==> src/verilog/dm_window_map.svh <==
// register offsets, field positions and reset values of the direct-master window block
`ifndef DM_WINDOW_MAP_SVH
`define DM_WINDOW_MAP_SVH

// ----------------------------------------------------------------------
// register offsets (local configuration space, byte addresses)
// ----------------------------------------------------------------------
`define DM_OFS_RANGE_MASK 8'h9C
`define DM_OFS_MEM_BASE 8'hA0
`define DM_OFS_IO_BASE 8'hA4
`define DM_OFS_REMAP_CTL 8'hA8
`define DM_OFS_CFG_ADDR 8'hAC

// ----------------------------------------------------------------------
// field positions
// ----------------------------------------------------------------------
`define DM_HI_MSB 31
`define DM_HI_LSB 16
`define DM_CTL_MEM_EN 0
`define DM_CTL_IO_EN 1
`define DM_CTL_LOCK_EN 2
`define DM_CTL_PREF_LIMIT 3
`define DM_CTL_HOLD_ON_FULL 4
`define DM_CTL_THR_MSB 7
`define DM_CTL_THR_LSB 5
`define DM_CFG_TYPE_MSB 1
`define DM_CFG_REG_LSB 2
`define DM_CFG_BUS_MSB 23
`define DM_CFG_ENABLE 31

// ----------------------------------------------------------------------
// reset values and counts
// ----------------------------------------------------------------------
`define DM_RST_HI 16'h0000
`define DM_RST_CTL 8'h00
`define DM_RST_CFG 32'h0000_0000
`define DM_PREFETCH_LIMIT 3'h4
`define DM_WFIFO_DEPTH 4'h8
`define DM_MAX_LIMITED_BURST 4'h4

`endif

==> src/verilog/dm_window_pkg.sv <==
// types shared by both ends of the direct-master window link
package dm_window_pkg;

   // ----------------------------------------------------------------------
   // kind of PCI cycle produced for a decoded local access
   // ----------------------------------------------------------------------
   typedef enum logic [1:0] {
      KIND_NONE = 2'h0,
      KIND_MEM = 2'h1,
      KIND_IO = 2'h3,
      KIND_CFG = 2'h2
   } dm_kind_t;

   // ----------------------------------------------------------------------
   // bridge end state
   // ----------------------------------------------------------------------
   typedef struct packed {
      logic [15:0] range_mask;
      logic [15:0] mem_base;
      logic [15:0] io_base;
      logic [15:0] remap_hi;
      logic [7:0] ctl;
      logic [31:0] cfg_addr;
      logic [31:0] rdata;
      logic ack;
      logic active;
      logic is_write;
      logic lock;
      dm_kind_t kind;
      logic [31:0] pci_addr;
      logic [3:0] wcount;
      logic [2:0] fetched;
      logic af_n;
   } bridge_state_t;

   // ----------------------------------------------------------------------
   // master end sequencer
   // ----------------------------------------------------------------------
   typedef enum logic [1:0] {
      M_IDLE = 2'h0,
      M_REG = 2'h1,
      M_ACC = 2'h3
   } master_fsm_t;

   typedef struct packed {
      master_fsm_t fsm;
      logic range_set;
      logic ctl_set;
      logic mem_set;
      logic io_set;
      logic limit;
      logic [15:0] mem_base;
      logic [15:0] io_base;
      logic reg_wr;
      logic reg_rd;
      logic [7:0] reg_addr;
      logic [31:0] reg_wdata;
      logic acc_valid;
      logic acc_io;
      logic acc_write;
      logic acc_lock;
      logic [31:0] acc_addr;
      logic acc_done;
      logic busy;
      logic rsp_valid;
      logic rsp_refused;
      logic [31:0] rsp_data;
   } master_state_t;

endpackage
==> src/verilog/dm_link_if.sv <==
// link between the local bus master and the direct-master window bridge
`timescale 1ns/1ps
interface dm_link_if;
   // register access
   logic reg_wr;
   logic reg_rd;
   logic [7:0] reg_addr;
   logic [31:0] reg_wdata;
   logic [31:0] reg_rdata;
   logic reg_ack;
   // direct-master access
   logic acc_valid;
   logic acc_io;
   logic acc_write;
   logic acc_lock;
   logic [31:0] acc_addr;
   logic acc_done;
   // decode result
   logic dm_hit;
   dm_window_pkg::dm_kind_t dm_kind;
   logic [31:0] pci_addr;
   logic lock_active;
   logic write_fifo_almost_full_n;

   modport bridge (
      input reg_wr, reg_rd, reg_addr, reg_wdata, acc_valid, acc_io, acc_write, acc_lock,
      input acc_addr, acc_done,
      output reg_rdata, reg_ack, dm_hit, dm_kind, pci_addr, lock_active,
      output write_fifo_almost_full_n
   );
   modport master (
      output reg_wr, reg_rd, reg_addr, reg_wdata, acc_valid, acc_io, acc_write, acc_lock,
      output acc_addr, acc_done,
      input reg_rdata, reg_ack, dm_hit, dm_kind, pci_addr, lock_active,
      input write_fifo_almost_full_n
   );
endinterface

==> src/verilog/dm_bridge_end.sv <==
// bridge end: direct-master window registers, decode, remap, write FIFO almost-full flag and PCI read controls
`timescale 1ns/1ps
`include "dm_window_map.svh"
module dm_bridge_end (
   // clock and reset
   input wire logic clk_i,
   input wire logic rst_n_i,
   // link to local master
   dm_link_if.bridge link,
   // PCI side
   input wire logic pci_rd_word_i,
   input wire logic rd_fifo_full_i,
   input wire logic wr_pop_i,
   output logic pci_prefetch_o,
   output logic pci_release_o,
   output logic pci_irdy_n_o
);
   dm_window_pkg::bridge_state_t q, d;
   logic mem_hit, io_hit;
   logic [15:0] mem_hi, io_hi;
   logic push, pop;
   logic [2:0] thr;

   // --------------------------------------------------------------------
   // window decoders
   // --------------------------------------------------------------------
   dm_window_decode #(
      .W(16)
   ) u_mem_win (
      .enable_i(q.ctl[`DM_CTL_MEM_EN]),
      .mask_i(q.range_mask),
      .base_i(q.mem_base),
      .remap_i(q.remap_hi),
      .addr_hi_i(link.acc_addr[`DM_HI_MSB:`DM_HI_LSB]),
      .hit_o(mem_hit),
      .mapped_hi_o(mem_hi)
   );

   dm_window_decode #(
      .W(16)
   ) u_io_win (
      .enable_i(q.ctl[`DM_CTL_IO_EN]),
      .mask_i(q.range_mask),
      .base_i(q.io_base),
      .remap_i(q.remap_hi),
      .addr_hi_i(link.acc_addr[`DM_HI_MSB:`DM_HI_LSB]),
      .hit_o(io_hit),
      .mapped_hi_o(io_hi)
   );

   // --------------------------------------------------------------------
   // write FIFO occupancy events
   // --------------------------------------------------------------------
   assign push = link.acc_valid && !q.active && link.acc_write && (mem_hit || io_hit)
                 && (q.wcount != `DM_WFIFO_DEPTH);
   assign pop = wr_pop_i && (q.wcount != 4'h0);
   assign thr = q.ctl[`DM_CTL_THR_MSB:`DM_CTL_THR_LSB];

   // --------------------------------------------------------------------
   // next state
   // --------------------------------------------------------------------
   always_comb begin
      d = q;
      d.ack = 1'b0;
      // register writes
      if (link.reg_wr) begin
         d.ack = 1'b1;
         case (link.reg_addr)
            `DM_OFS_RANGE_MASK: d.range_mask = link.reg_wdata[`DM_HI_MSB:`DM_HI_LSB];
            `DM_OFS_MEM_BASE: d.mem_base = link.reg_wdata[`DM_HI_MSB:`DM_HI_LSB];
            `DM_OFS_IO_BASE: d.io_base = link.reg_wdata[`DM_HI_MSB:`DM_HI_LSB];
            `DM_OFS_REMAP_CTL: begin
               d.remap_hi = link.reg_wdata[`DM_HI_MSB:`DM_HI_LSB];
               d.ctl = link.reg_wdata[7:0];
            end
            `DM_OFS_CFG_ADDR: d.cfg_addr = link.reg_wdata;
            default: d.ack = 1'b1; // unmapped write is dropped
         endcase
      end else if (link.reg_rd) begin
         d.ack = 1'b1;
         case (link.reg_addr)
            `DM_OFS_RANGE_MASK: d.rdata = {q.range_mask, 16'h0000};
            `DM_OFS_MEM_BASE: d.rdata = {q.mem_base, 16'h0000};
            `DM_OFS_IO_BASE: d.rdata = {q.io_base, 16'h0000};
            `DM_OFS_REMAP_CTL: d.rdata = {q.remap_hi, 8'h00, q.ctl};
            `DM_OFS_CFG_ADDR: d.rdata = q.cfg_addr;
            default: d.rdata = 32'h0000_0000;
         endcase
      end
      // start of a direct-master access; memory window wins an overlap
      if (link.acc_valid && !q.active && (mem_hit || io_hit)) begin
         d.active = 1'b1;
         d.is_write = link.acc_write;
         d.fetched = 3'h0;
         d.lock = link.acc_lock && q.ctl[`DM_CTL_LOCK_EN];
         if (mem_hit) begin
            d.kind = dm_window_pkg::KIND_MEM;
            d.pci_addr = {mem_hi, link.acc_addr[15:0]};
         end else if (q.cfg_addr[`DM_CFG_ENABLE]) begin
            d.kind = dm_window_pkg::KIND_CFG;
            d.pci_addr = {8'h00, q.cfg_addr[`DM_CFG_BUS_MSB:`DM_CFG_REG_LSB],
                          q.cfg_addr[`DM_CFG_TYPE_MSB:0]};
         end else begin
            d.kind = dm_window_pkg::KIND_IO;
            d.pci_addr = {io_hi, link.acc_addr[15:0]};
         end
      end else if (link.acc_done && q.active) begin
         d.active = 1'b0; // prefetch stops here
         d.kind = dm_window_pkg::KIND_NONE;
         d.lock = 1'b0;
      end
      // longwords fetched from PCI this access
      if (q.active && !q.is_write && pci_rd_word_i && (q.fetched != `DM_PREFETCH_LIMIT)) begin
         d.fetched = q.fetched + 3'h1;
      end
      // write FIFO occupancy and almost-full flag
      if (push && !pop) begin
         d.wcount = q.wcount + 4'h1;
      end else if (pop && !push) begin
         d.wcount = q.wcount - 4'h1;
      end
      d.af_n = !(d.wcount > {1'b0, thr});
   end

   // --------------------------------------------------------------------
   // state register
   // --------------------------------------------------------------------
   always_ff @(posedge clk_i) begin
      if (!rst_n_i) begin
         q <= '0;
         q.range_mask <= `DM_RST_HI;
         q.mem_base <= `DM_RST_HI;
         q.io_base <= `DM_RST_HI;
         q.remap_hi <= `DM_RST_HI;
         q.ctl <= `DM_RST_CTL;
         q.cfg_addr <= `DM_RST_CFG;
         q.kind <= dm_window_pkg::KIND_NONE;
         q.af_n <= 1'b1;
      end else begin
         q <= d;
      end
   end

   // --------------------------------------------------------------------
   // link outputs
   // --------------------------------------------------------------------
   assign link.reg_rdata = q.rdata;
   assign link.reg_ack = q.ack;
   assign link.dm_hit = q.active;
   assign link.dm_kind = q.kind;
   assign link.pci_addr = q.pci_addr;
   assign link.lock_active = q.lock;
   assign link.write_fifo_almost_full_n = q.af_n;

   // --------------------------------------------------------------------
   // PCI read controls
   // --------------------------------------------------------------------
   assign pci_prefetch_o = q.active && !q.is_write && !rd_fifo_full_i
                           && (!q.ctl[`DM_CTL_PREF_LIMIT]
                               || (q.fetched != `DM_PREFETCH_LIMIT));
   assign pci_release_o = q.active && !q.is_write && rd_fifo_full_i
                          && !q.ctl[`DM_CTL_HOLD_ON_FULL];
   assign pci_irdy_n_o = !(q.active && !q.is_write && !rd_fifo_full_i);
endmodule

==> src/verilog/dm_window_decode.sv <==
// one address window: masked compare against a base and upper-bit remap
`timescale 1ns/1ps
module dm_window_decode #(
   parameter int W = 16
) (
   // window settings
   input wire logic enable_i,
   input wire logic [W-1:0] mask_i,
   input wire logic [W-1:0] base_i,
   input wire logic [W-1:0] remap_i,
   // address
   input wire logic [W-1:0] addr_hi_i,
   output logic hit_o,
   output logic [W-1:0] mapped_hi_o
);
   // --------------------------------------------------------------------
   // compare only selected bits, replace selected bits with remap
   // --------------------------------------------------------------------
   assign hit_o = enable_i && (((addr_hi_i ^ base_i) & mask_i) == '0);
   assign mapped_hi_o = (addr_hi_i & ~mask_i) | (remap_i & mask_i);
endmodule

==> src/flat_wrapper.sv <==
// flat-port wrapper written by rule: the top's interface ports become plain ports
module dm_bridge_end_flat 
  (clk_i, rst_n_i, pci_rd_word_i, rd_fifo_full_i, wr_pop_i, pci_prefetch_o, pci_release_o, pci_irdy_n_o, link_reg_wr, link_reg_rd, link_reg_addr, link_reg_wdata, link_acc_valid, link_acc_io, link_acc_write, link_acc_lock, link_acc_addr, link_acc_done, link_reg_rdata, link_reg_ack, link_dm_hit, link_dm_kind, link_pci_addr, link_lock_active, link_write_fifo_almost_full_n);
  dm_link_if link_i ();
  input wire logic clk_i;
  input wire logic rst_n_i;
  input wire logic pci_rd_word_i;
  input wire logic rd_fifo_full_i;
  input wire logic wr_pop_i;
  output logic pci_prefetch_o;
  output logic pci_release_o;
  output logic pci_irdy_n_o;
  input wire logic [$bits(link_i.reg_wr)-1:0] link_reg_wr;
  input wire logic [$bits(link_i.reg_rd)-1:0] link_reg_rd;
  input wire logic [$bits(link_i.reg_addr)-1:0] link_reg_addr;
  input wire logic [$bits(link_i.reg_wdata)-1:0] link_reg_wdata;
  input wire logic [$bits(link_i.acc_valid)-1:0] link_acc_valid;
  input wire logic [$bits(link_i.acc_io)-1:0] link_acc_io;
  input wire logic [$bits(link_i.acc_write)-1:0] link_acc_write;
  input wire logic [$bits(link_i.acc_lock)-1:0] link_acc_lock;
  input wire logic [$bits(link_i.acc_addr)-1:0] link_acc_addr;
  input wire logic [$bits(link_i.acc_done)-1:0] link_acc_done;
  output wire logic [$bits(link_i.reg_rdata)-1:0] link_reg_rdata;
  output wire logic [$bits(link_i.reg_ack)-1:0] link_reg_ack;
  output wire logic [$bits(link_i.dm_hit)-1:0] link_dm_hit;
  output wire logic [$bits(link_i.dm_kind)-1:0] link_dm_kind;
  output wire logic [$bits(link_i.pci_addr)-1:0] link_pci_addr;
  output wire logic [$bits(link_i.lock_active)-1:0] link_lock_active;
  output wire logic [$bits(link_i.write_fifo_almost_full_n)-1:0] link_write_fifo_almost_full_n;
  assign link_i.reg_wr = link_reg_wr;
  assign link_i.reg_rd = link_reg_rd;
  assign link_i.reg_addr = link_reg_addr;
  assign link_i.reg_wdata = link_reg_wdata;
  assign link_i.acc_valid = link_acc_valid;
  assign link_i.acc_io = link_acc_io;
  assign link_i.acc_write = link_acc_write;
  assign link_i.acc_lock = link_acc_lock;
  assign link_i.acc_addr = link_acc_addr;
  assign link_i.acc_done = link_acc_done;
  assign link_reg_rdata = link_i.reg_rdata;
  assign link_reg_ack = link_i.reg_ack;
  assign link_dm_hit = link_i.dm_hit;
  assign link_dm_kind = link_i.dm_kind;
  assign link_pci_addr = link_i.pci_addr;
  assign link_lock_active = link_i.lock_active;
  assign link_write_fifo_almost_full_n = link_i.write_fifo_almost_full_n;
  dm_bridge_end u_core (.clk_i(clk_i), .rst_n_i(rst_n_i), .link(link_i), .pci_rd_word_i(pci_rd_word_i), .rd_fifo_full_i(rd_fifo_full_i), .wr_pop_i(wr_pop_i), .pci_prefetch_o(pci_prefetch_o), .pci_release_o(pci_release_o), .pci_irdy_n_o(pci_irdy_n_o));
endmodule
==> config.mk <==
export PLATFORM = sky130hd
export DESIGN_NAME = dm_bridge_end_flat
export DESIGN_NICKNAME = d
export VERILOG_FILES = /design/src/verilog/dm_window_pkg.sv /design/src/verilog/dm_link_if.sv /design/src/verilog/dm_bridge_end.sv /design/src/verilog/dm_window_decode.sv /design/src/flat_wrapper.sv
export VERILOG_INCLUDE_DIRS = /design/src /design/src/verilog
export SDC_FILE = /design/constraint.sdc
export NUM_CORES = 1
export LEC_CHECK = 0
export ABC_CLOCK_PERIOD_IN_PS = 7200
export BUFFER_PORTS_ARGS = -buffer_cell sky130_fd_sc_hd__buf_2
export CAP_MARGIN = 10
export CORE_ASPECT_RATIO = 1.1
export CORE_MARGIN = 2
export CORE_UTILIZATION = 55
export CTS_BUF_LIST = sky130_fd_sc_hd__clkbuf_2 sky130_fd_sc_hd__clkbuf_4 sky130_fd_sc_hd__clkbuf_8
export DETAILED_ROUTE_END_ITERATION = 10
export PLACE_DENSITY = 0.79
export SLEW_MARGIN = 20
export SYNTH_ARGS = -nofsm -noshare
export SYNTH_HDL_FRONTEND = slang
export SYNTH_SLANG_ARGS = --single-unit
==> constraint.sdc <==
create_clock -name clk_i -period 7.2 [get_ports clk_i]
set_clock_uncertainty 0.1 [all_clocks]
set_input_delay 0.72 -clock clk_i [delete_from_list [all_inputs] [get_ports clk_i]]
set_output_delay 0.72 -clock clk_i [all_outputs]
set_load 0.1 [all_outputs]
**Word level (Yosys, flattened, before mapping)**

Cells that the tools add are included.

- Register bits after elaboration: 182
- Output and inout bits: 73
- Logic and storage cells: 90

- $add $sub $neg: 3
- Magnitude comparators: 1
- Eq/ne operators: 7
- Muxes and demuxes: 13
- Bitwise operators: 9
- Reductions and logical operators: 41

Operators by type and width:

| cell | count |
|---|---|
| 32-bit one-hot mux with 5 select lines | 1 |
| 16-bit AND | 4 |
| 8-bit equality test (second input constant) | 5 |
| 34-bit 2-to-1 mux | 1 |
| 33-bit 2-to-1 mux | 1 |
| 16-bit zero test | 2 |
| 16-bit bitwise XOR | 2 |
| 1-bit logical AND | 19 |
| 16-bit NOT | 1 |
| 16-bit OR | 1 |
| 3-bit 2-to-1 mux | 4 |
| 2-bit AND reduction | 6 |
| 1-bit zero test | 9 |
| 4-bit 2-to-1 mux | 2 |
| 4-bit by 1-bit adder with 4-bit output (second input constant) | 1 |
| 4-bit by 3-bit greater-than comparator with 1-bit output | 1 |
| 1-bit 2-to-1 mux | 4 |
| 4-bit != test (second input constant) | 1 |
| 2-bit nonzero test | 2 |
| 4-bit nonzero test | 1 |
| 4-bit by 1-bit subtractor with 4-bit output (second input constant) | 1 |
| 3-bit by 1-bit adder with 3-bit output (second input constant) | 1 |
| 3-bit != test (second input constant) | 1 |
| 1-bit logical OR | 2 |
| 1-bit NOT | 1 |

**Depth between registers and ports, before layout**

- Depth in word-level cells: 13
- Depth in mapped cells: 13
- Gate-level depth less buffers: 13

**Cells and area by module**

Synthesis repeated with hierarchy kept, for this count alone.

- Cells, all modules: 1064
- Area, all modules: 9436.6 µm²

By module, submodules not included:

| module | instances | cells an instance | area an instance (µm²) | sequential area each (µm²) |
|---|---|---|---|---|
| dm_bridge_end | 1 | 978 | 8625.8 | 3643.5 |
| dm_window_decode | 2 | 43 | 405.4 | 0.0 |

**Worst setup path before layout**

No wires, ideal clock.

- Path type: reg-to-output
- From: reg u_core.q (netlist bit u_core.link.dm_hit)
- To: out pci_prefetch_o
- Data arrival time: 3725 ps
- Required time: 6380 ps
- Setup slack: 2655 ps
- Stages on the path, launching flop included: 4
- Buffers on the path: 0
- Cell sequence: dfxtp_1 > nor2b_1 > nand2b_1 > a31oi_1

- Longest elaborated chain between the ends: 3

RTL lines:

| what | line | source |
|---|---|---|
| start: declaration | dm_bridge_end.sv:18 | `dm_window_pkg::bridge_state_t q, d;` |
| 1-bit logical AND (3 in a row) | dm_bridge_end.sv:158 | `assign pci_prefetch_o = q.active && !q.is_write && !rd_fifo_full_i` |
| end: declaration | flat_wrapper.sv:10 | `output logic pci_prefetch_o;` |

No other way between the ends.

**Final worst setup path**

- From: in link_reg_addr[1]
- To: reg u_core.q[80] in the netlist's numbering

- Longest elaborated chain between the ends: 2

RTL lines:

| what | line | source |
|---|---|---|
| start: declaration | flat_wrapper.sv:15 | `input wire logic [$bits(link_i.reg_addr)-1:0] link_reg_addr;` |
| 8-bit equality test | dm_bridge_end.sv:68 | `case (link.reg_addr)` |
| 2-bit AND reduction (no line) | -- |  |

No other way between the ends.
A chain may end at the register's enable or synchronous reset.

==> flow_metrics.py <==
metrics = {
    "route": {
        "ant_nets": 0,
        "drt-initial-drc-count": 953,
        "wl_per_cell_um": 17.9,
        "wirelength_um": 23600,
        "drc": 0,
        "detail_route.first_pass.iterations": 6,
        "viasPerCell": 5.97,
        "num_vias": 7857,
    },
    "clock_tree": {
        "cts_tree": "yes",
        "cts_sinks": 182,
        "clk_pin_slew_ns": 0.09,
        "cts_resized": 0,
        "ctsHoldBuffers": 0,
        "htreeDepth": 4,
        "clk_path_buf_depth": 2,
        "cts_buffers": 17,
        "insertion_delay_ns": 0.47,
        "post_cts_buffers": 0,
        "cts_root_buffer": "clkbuf_8",
    },
    "global_route": {
        "grt_usage_pct": 27.9,
        "antenna_found_initial": 1,
        "grt_pass1_vias": 7108,
        "gr-total-overflow": 0,
        "grt_pass1_wl_um": 36300,
        "grt_start_max_net_pins": 74,
    },
    "synth": {
        "ys_ff_latch": 182,
        "synth_top_family_by_area": "compound AO/OA/AOI/OAI gates",
        "syn_nets": 1154,
        "yosysMostFrequentCell": "nand2_1",
        "syn_area_per_cell_um2": 8.16,
        "ys_seq_area_share_pct": 42.0,
        "synth-edff-count": 0,
        "synthAdderAreaFrac_pct": 1.14,
        "synth-main-ff-cell": "dfxtp_1",
        "yosysTopAreaCellShare_pct": 42.0,
        "yosys.area_share.simple_pct": 18.9,
        "yosys_warnings": 0,
        "synth.distinct_cells": 54,
        "yosys-mux-area-fraction_pct": 4.50,
        "synth_compound_area_share_pct": 19.9,
        "yosys.area_share.xor_xnor_pct": 3.53,
        "yosysTopAreaCell": "dfxtp_1",
        "syn_area_um2": 8680,
        "synth_common_cells": "206 x nand2_1, 182 x dfxtp_1, 142 x a21oi_1",
        "synth_cells": 1063,
        "synth-async-reset-ratio_pct": 0,
        "yosys-top-cells-area": "dfxtp_1 42%, nand2_1 8.9%, a21oi_1 8.2%, buf_4 6.0%, nand3_1 5.2%",
    },
    "worst_setup_path": {
        "cp_max_fo": 34,
        "crit_start": "link_reg_addr[1]",
        "r2r_setup_slack_ns": 4.10,
        "worst_r2r_path_depth": 13,
        "r2r-end": "u_core.link.write_fifo_almost_full_n",
        "end_kind": "register",
        "crit_required_ns": 7.48,
        "endpoint": "u_core.q[80]",
        "rr_startpoint": "u_core.q[4]",
        "cp.arrival_ns": 3.40,
        "cp-start-kind": "input pin",
        "critPathKind": "in2reg",
    },
    "floorplan": {
        "core_area_um2": 15600,
        "design.die.area_um2": 16800,
        "row_count": 48,
        "io_pins": 157,
        "fp.dieH_um": 136,
        "initial_core_util_pct": 55.8,
        "dieWidth_um": 124,
    },
    "cells_and_area": {
        "final_cells": 1317,
        "syn_to_final_growth_pct": 8.52,
        "nets": 1195,
        "drive_gt1_share_pct": 20.3,
    },
    "timing": {
        "whs_ns": 0.351,
        "slew_viol_final": 0,
        "hold_violations": 0,
        "final.setup.tns_ns": 0,
        "grt_setup_unrepaired": "no",
        "layout_setup_ws_ns": 4.08,
        "fmax_ghz": 0.320,
        "slew_headroom_pct": 33.2,
        "period_share_pct": 43.4,
        "finalSetupViolCount": 0,
        "min_period_ns": 3.12,
        "tightest_slew_ns": 0.998,
    },
    "place": {
        "dpl.hpwl_um": 15500,
        "placement.setup.worst_slack_ns": 3.66,
        "port-buffer-count": 155,
        "gp_congestion": 0.936,
        "place_inst": 1284,
    },
    "flow_run": {
        "drv_cap": 0,
    },
    "worst_hold_path": {
        "hold_start": "u_core.link.pci_addr[28]",
        "hp-class": "reg2reg",
    },
    "power": {
        "ir_drop_uv": 106,
        "power_density_nw_per_um2": 221,
        "power_leakage_nw": 3.65,
    },
    "status": {
        "status": "finished, final reports clean",
    },
}
## critical path, cell delays in order
cell and delay [ns]:
buf_2 0.10, nor4b_2 0.31, nand3_1 0.23, nor3b_4 0.20, buf_4 0.42, and2_1 0.79, buf_4 0.37, nand2_1 0.09
a21oi_1 0.16
## layer usage
| metal | track usage (%) | vias to the layer above | share of wire [%] |
|---|---|---|---|
| li1 | - | 3755 | - |
| met1 | 33.9 | 3675 | 39 |
| met2 | 46.9 | 367 | 49 |
| met3 | 5.89 | 60 | 8.3 |
| met4 | 12.7 | 0 | 3.4 |
| met5 | 0 | - | 0 |
## sequential cells by signal (all words and copies together) (netlist names)
signal,count
u_core.link.write_fifo_almost_full_n,1
u_core.link.dm_kind,2
u_core.link.lock_active,1
u_core.link.dm_hit,1
u_core.link.reg_ack,1
u_core.q,112
u_core.link.reg_rdata,32
u_core.link.pci_addr,32
## cell families (layout without fill, tap and decap cells)
family / Yosys count / after routing
other: 0 / 1
adders and majority gates: 8 / 8
DFF: 182 / 182
buffers and inverters: 155 / 208
AOI/OAI and AO/OA: 285 / 285
muxes: 38 / 38
xor gates and xnor gates: 35 / 35
and+or+nand+nor: 360 / 360
## stage by stage
| stage | area (um^2) | util (%) | total power, mW |
|---|---|---|---|
| final | 9420 | 60.5 | 2.08 |
| after global routing | 9420 | 60.5 | 2.16 |
| after CTS | 9390 | 60.3 | 2.08 |
| after detailed placement | 8990 | 57.8 | 1.40 |
| after global placement | 8990 | 57.8 | 1.40 |
| after floorplan | 8680 | - | 1.32 |
## power by group
group          leakage (nW)  internal [mW]  switching (mW)  total (mW)
Combinational          2.00          0.112           0.221       0.333
Sequential             1.47           1.03          0.0222        1.05
Clock                 0.183          0.328           0.366       0.694
Total                  3.65           1.47           0.609        2.08
## layout by cell type (no fill, tap or decap), types with 2 or more instances in the layout
cell type and count:
nand2_1 206, dfxtp_1 182, buf_2 155, a21oi_1 142
nand3_1 90, o21ai_0 49, a22oi_1 36, xor2_1 33
mux2i_1 30, a31oi_1 19, clkbuf_8 19, nor2_1 18
a222oi_1 16, nor3_1 11, buf_4 11, inv_1 9
a221oi_1 9, mux2_2 8, ha_1 7, nand2b_1 6
nand4_1 6, clkinvlp_4 6, o21a_1 3, nor3b_4 3
nand4_2 2, nor3_4 2, xnor2_1 2, and2_1 2
a21o_1 2, clkinv_4 2, bufinv_16 2
## final cells by class
| cell class | count | area, um^2 |
|---|---|---|
| sequential | 182 | 3640 |
| timing repair buffer | 167 | 878 |
| multi-input combinational | 726 | 4200 |
| fill | 1432 | 6140 |
| inverter | 10 | 40.0 |
| clock inverter | 11 | 128 |
| clock buffer | 20 | 269 |
| antenna | 1 | 2.50 |
| tap | 200 | 250 |
## worst min-delay path by stage
stage          cells after the start  slack, ns                        end
6_report                           2       0.35   u_core.link.pci_addr[28]
3_5_place_dp                       2       0.34   u_core.link.pci_addr[28]
4_1_cts                            2       0.35   u_core.link.pci_addr[28]
3_3_place_gp                       2       0.34  u_core.link.reg_rdata[12]
5_1_grt                            2       0.37   u_core.link.pci_addr[28]
2_1_floorplan                      2       0.33   u_core.link.pci_addr[24]
Note: power is estimated with default switching activity, not from simulation.
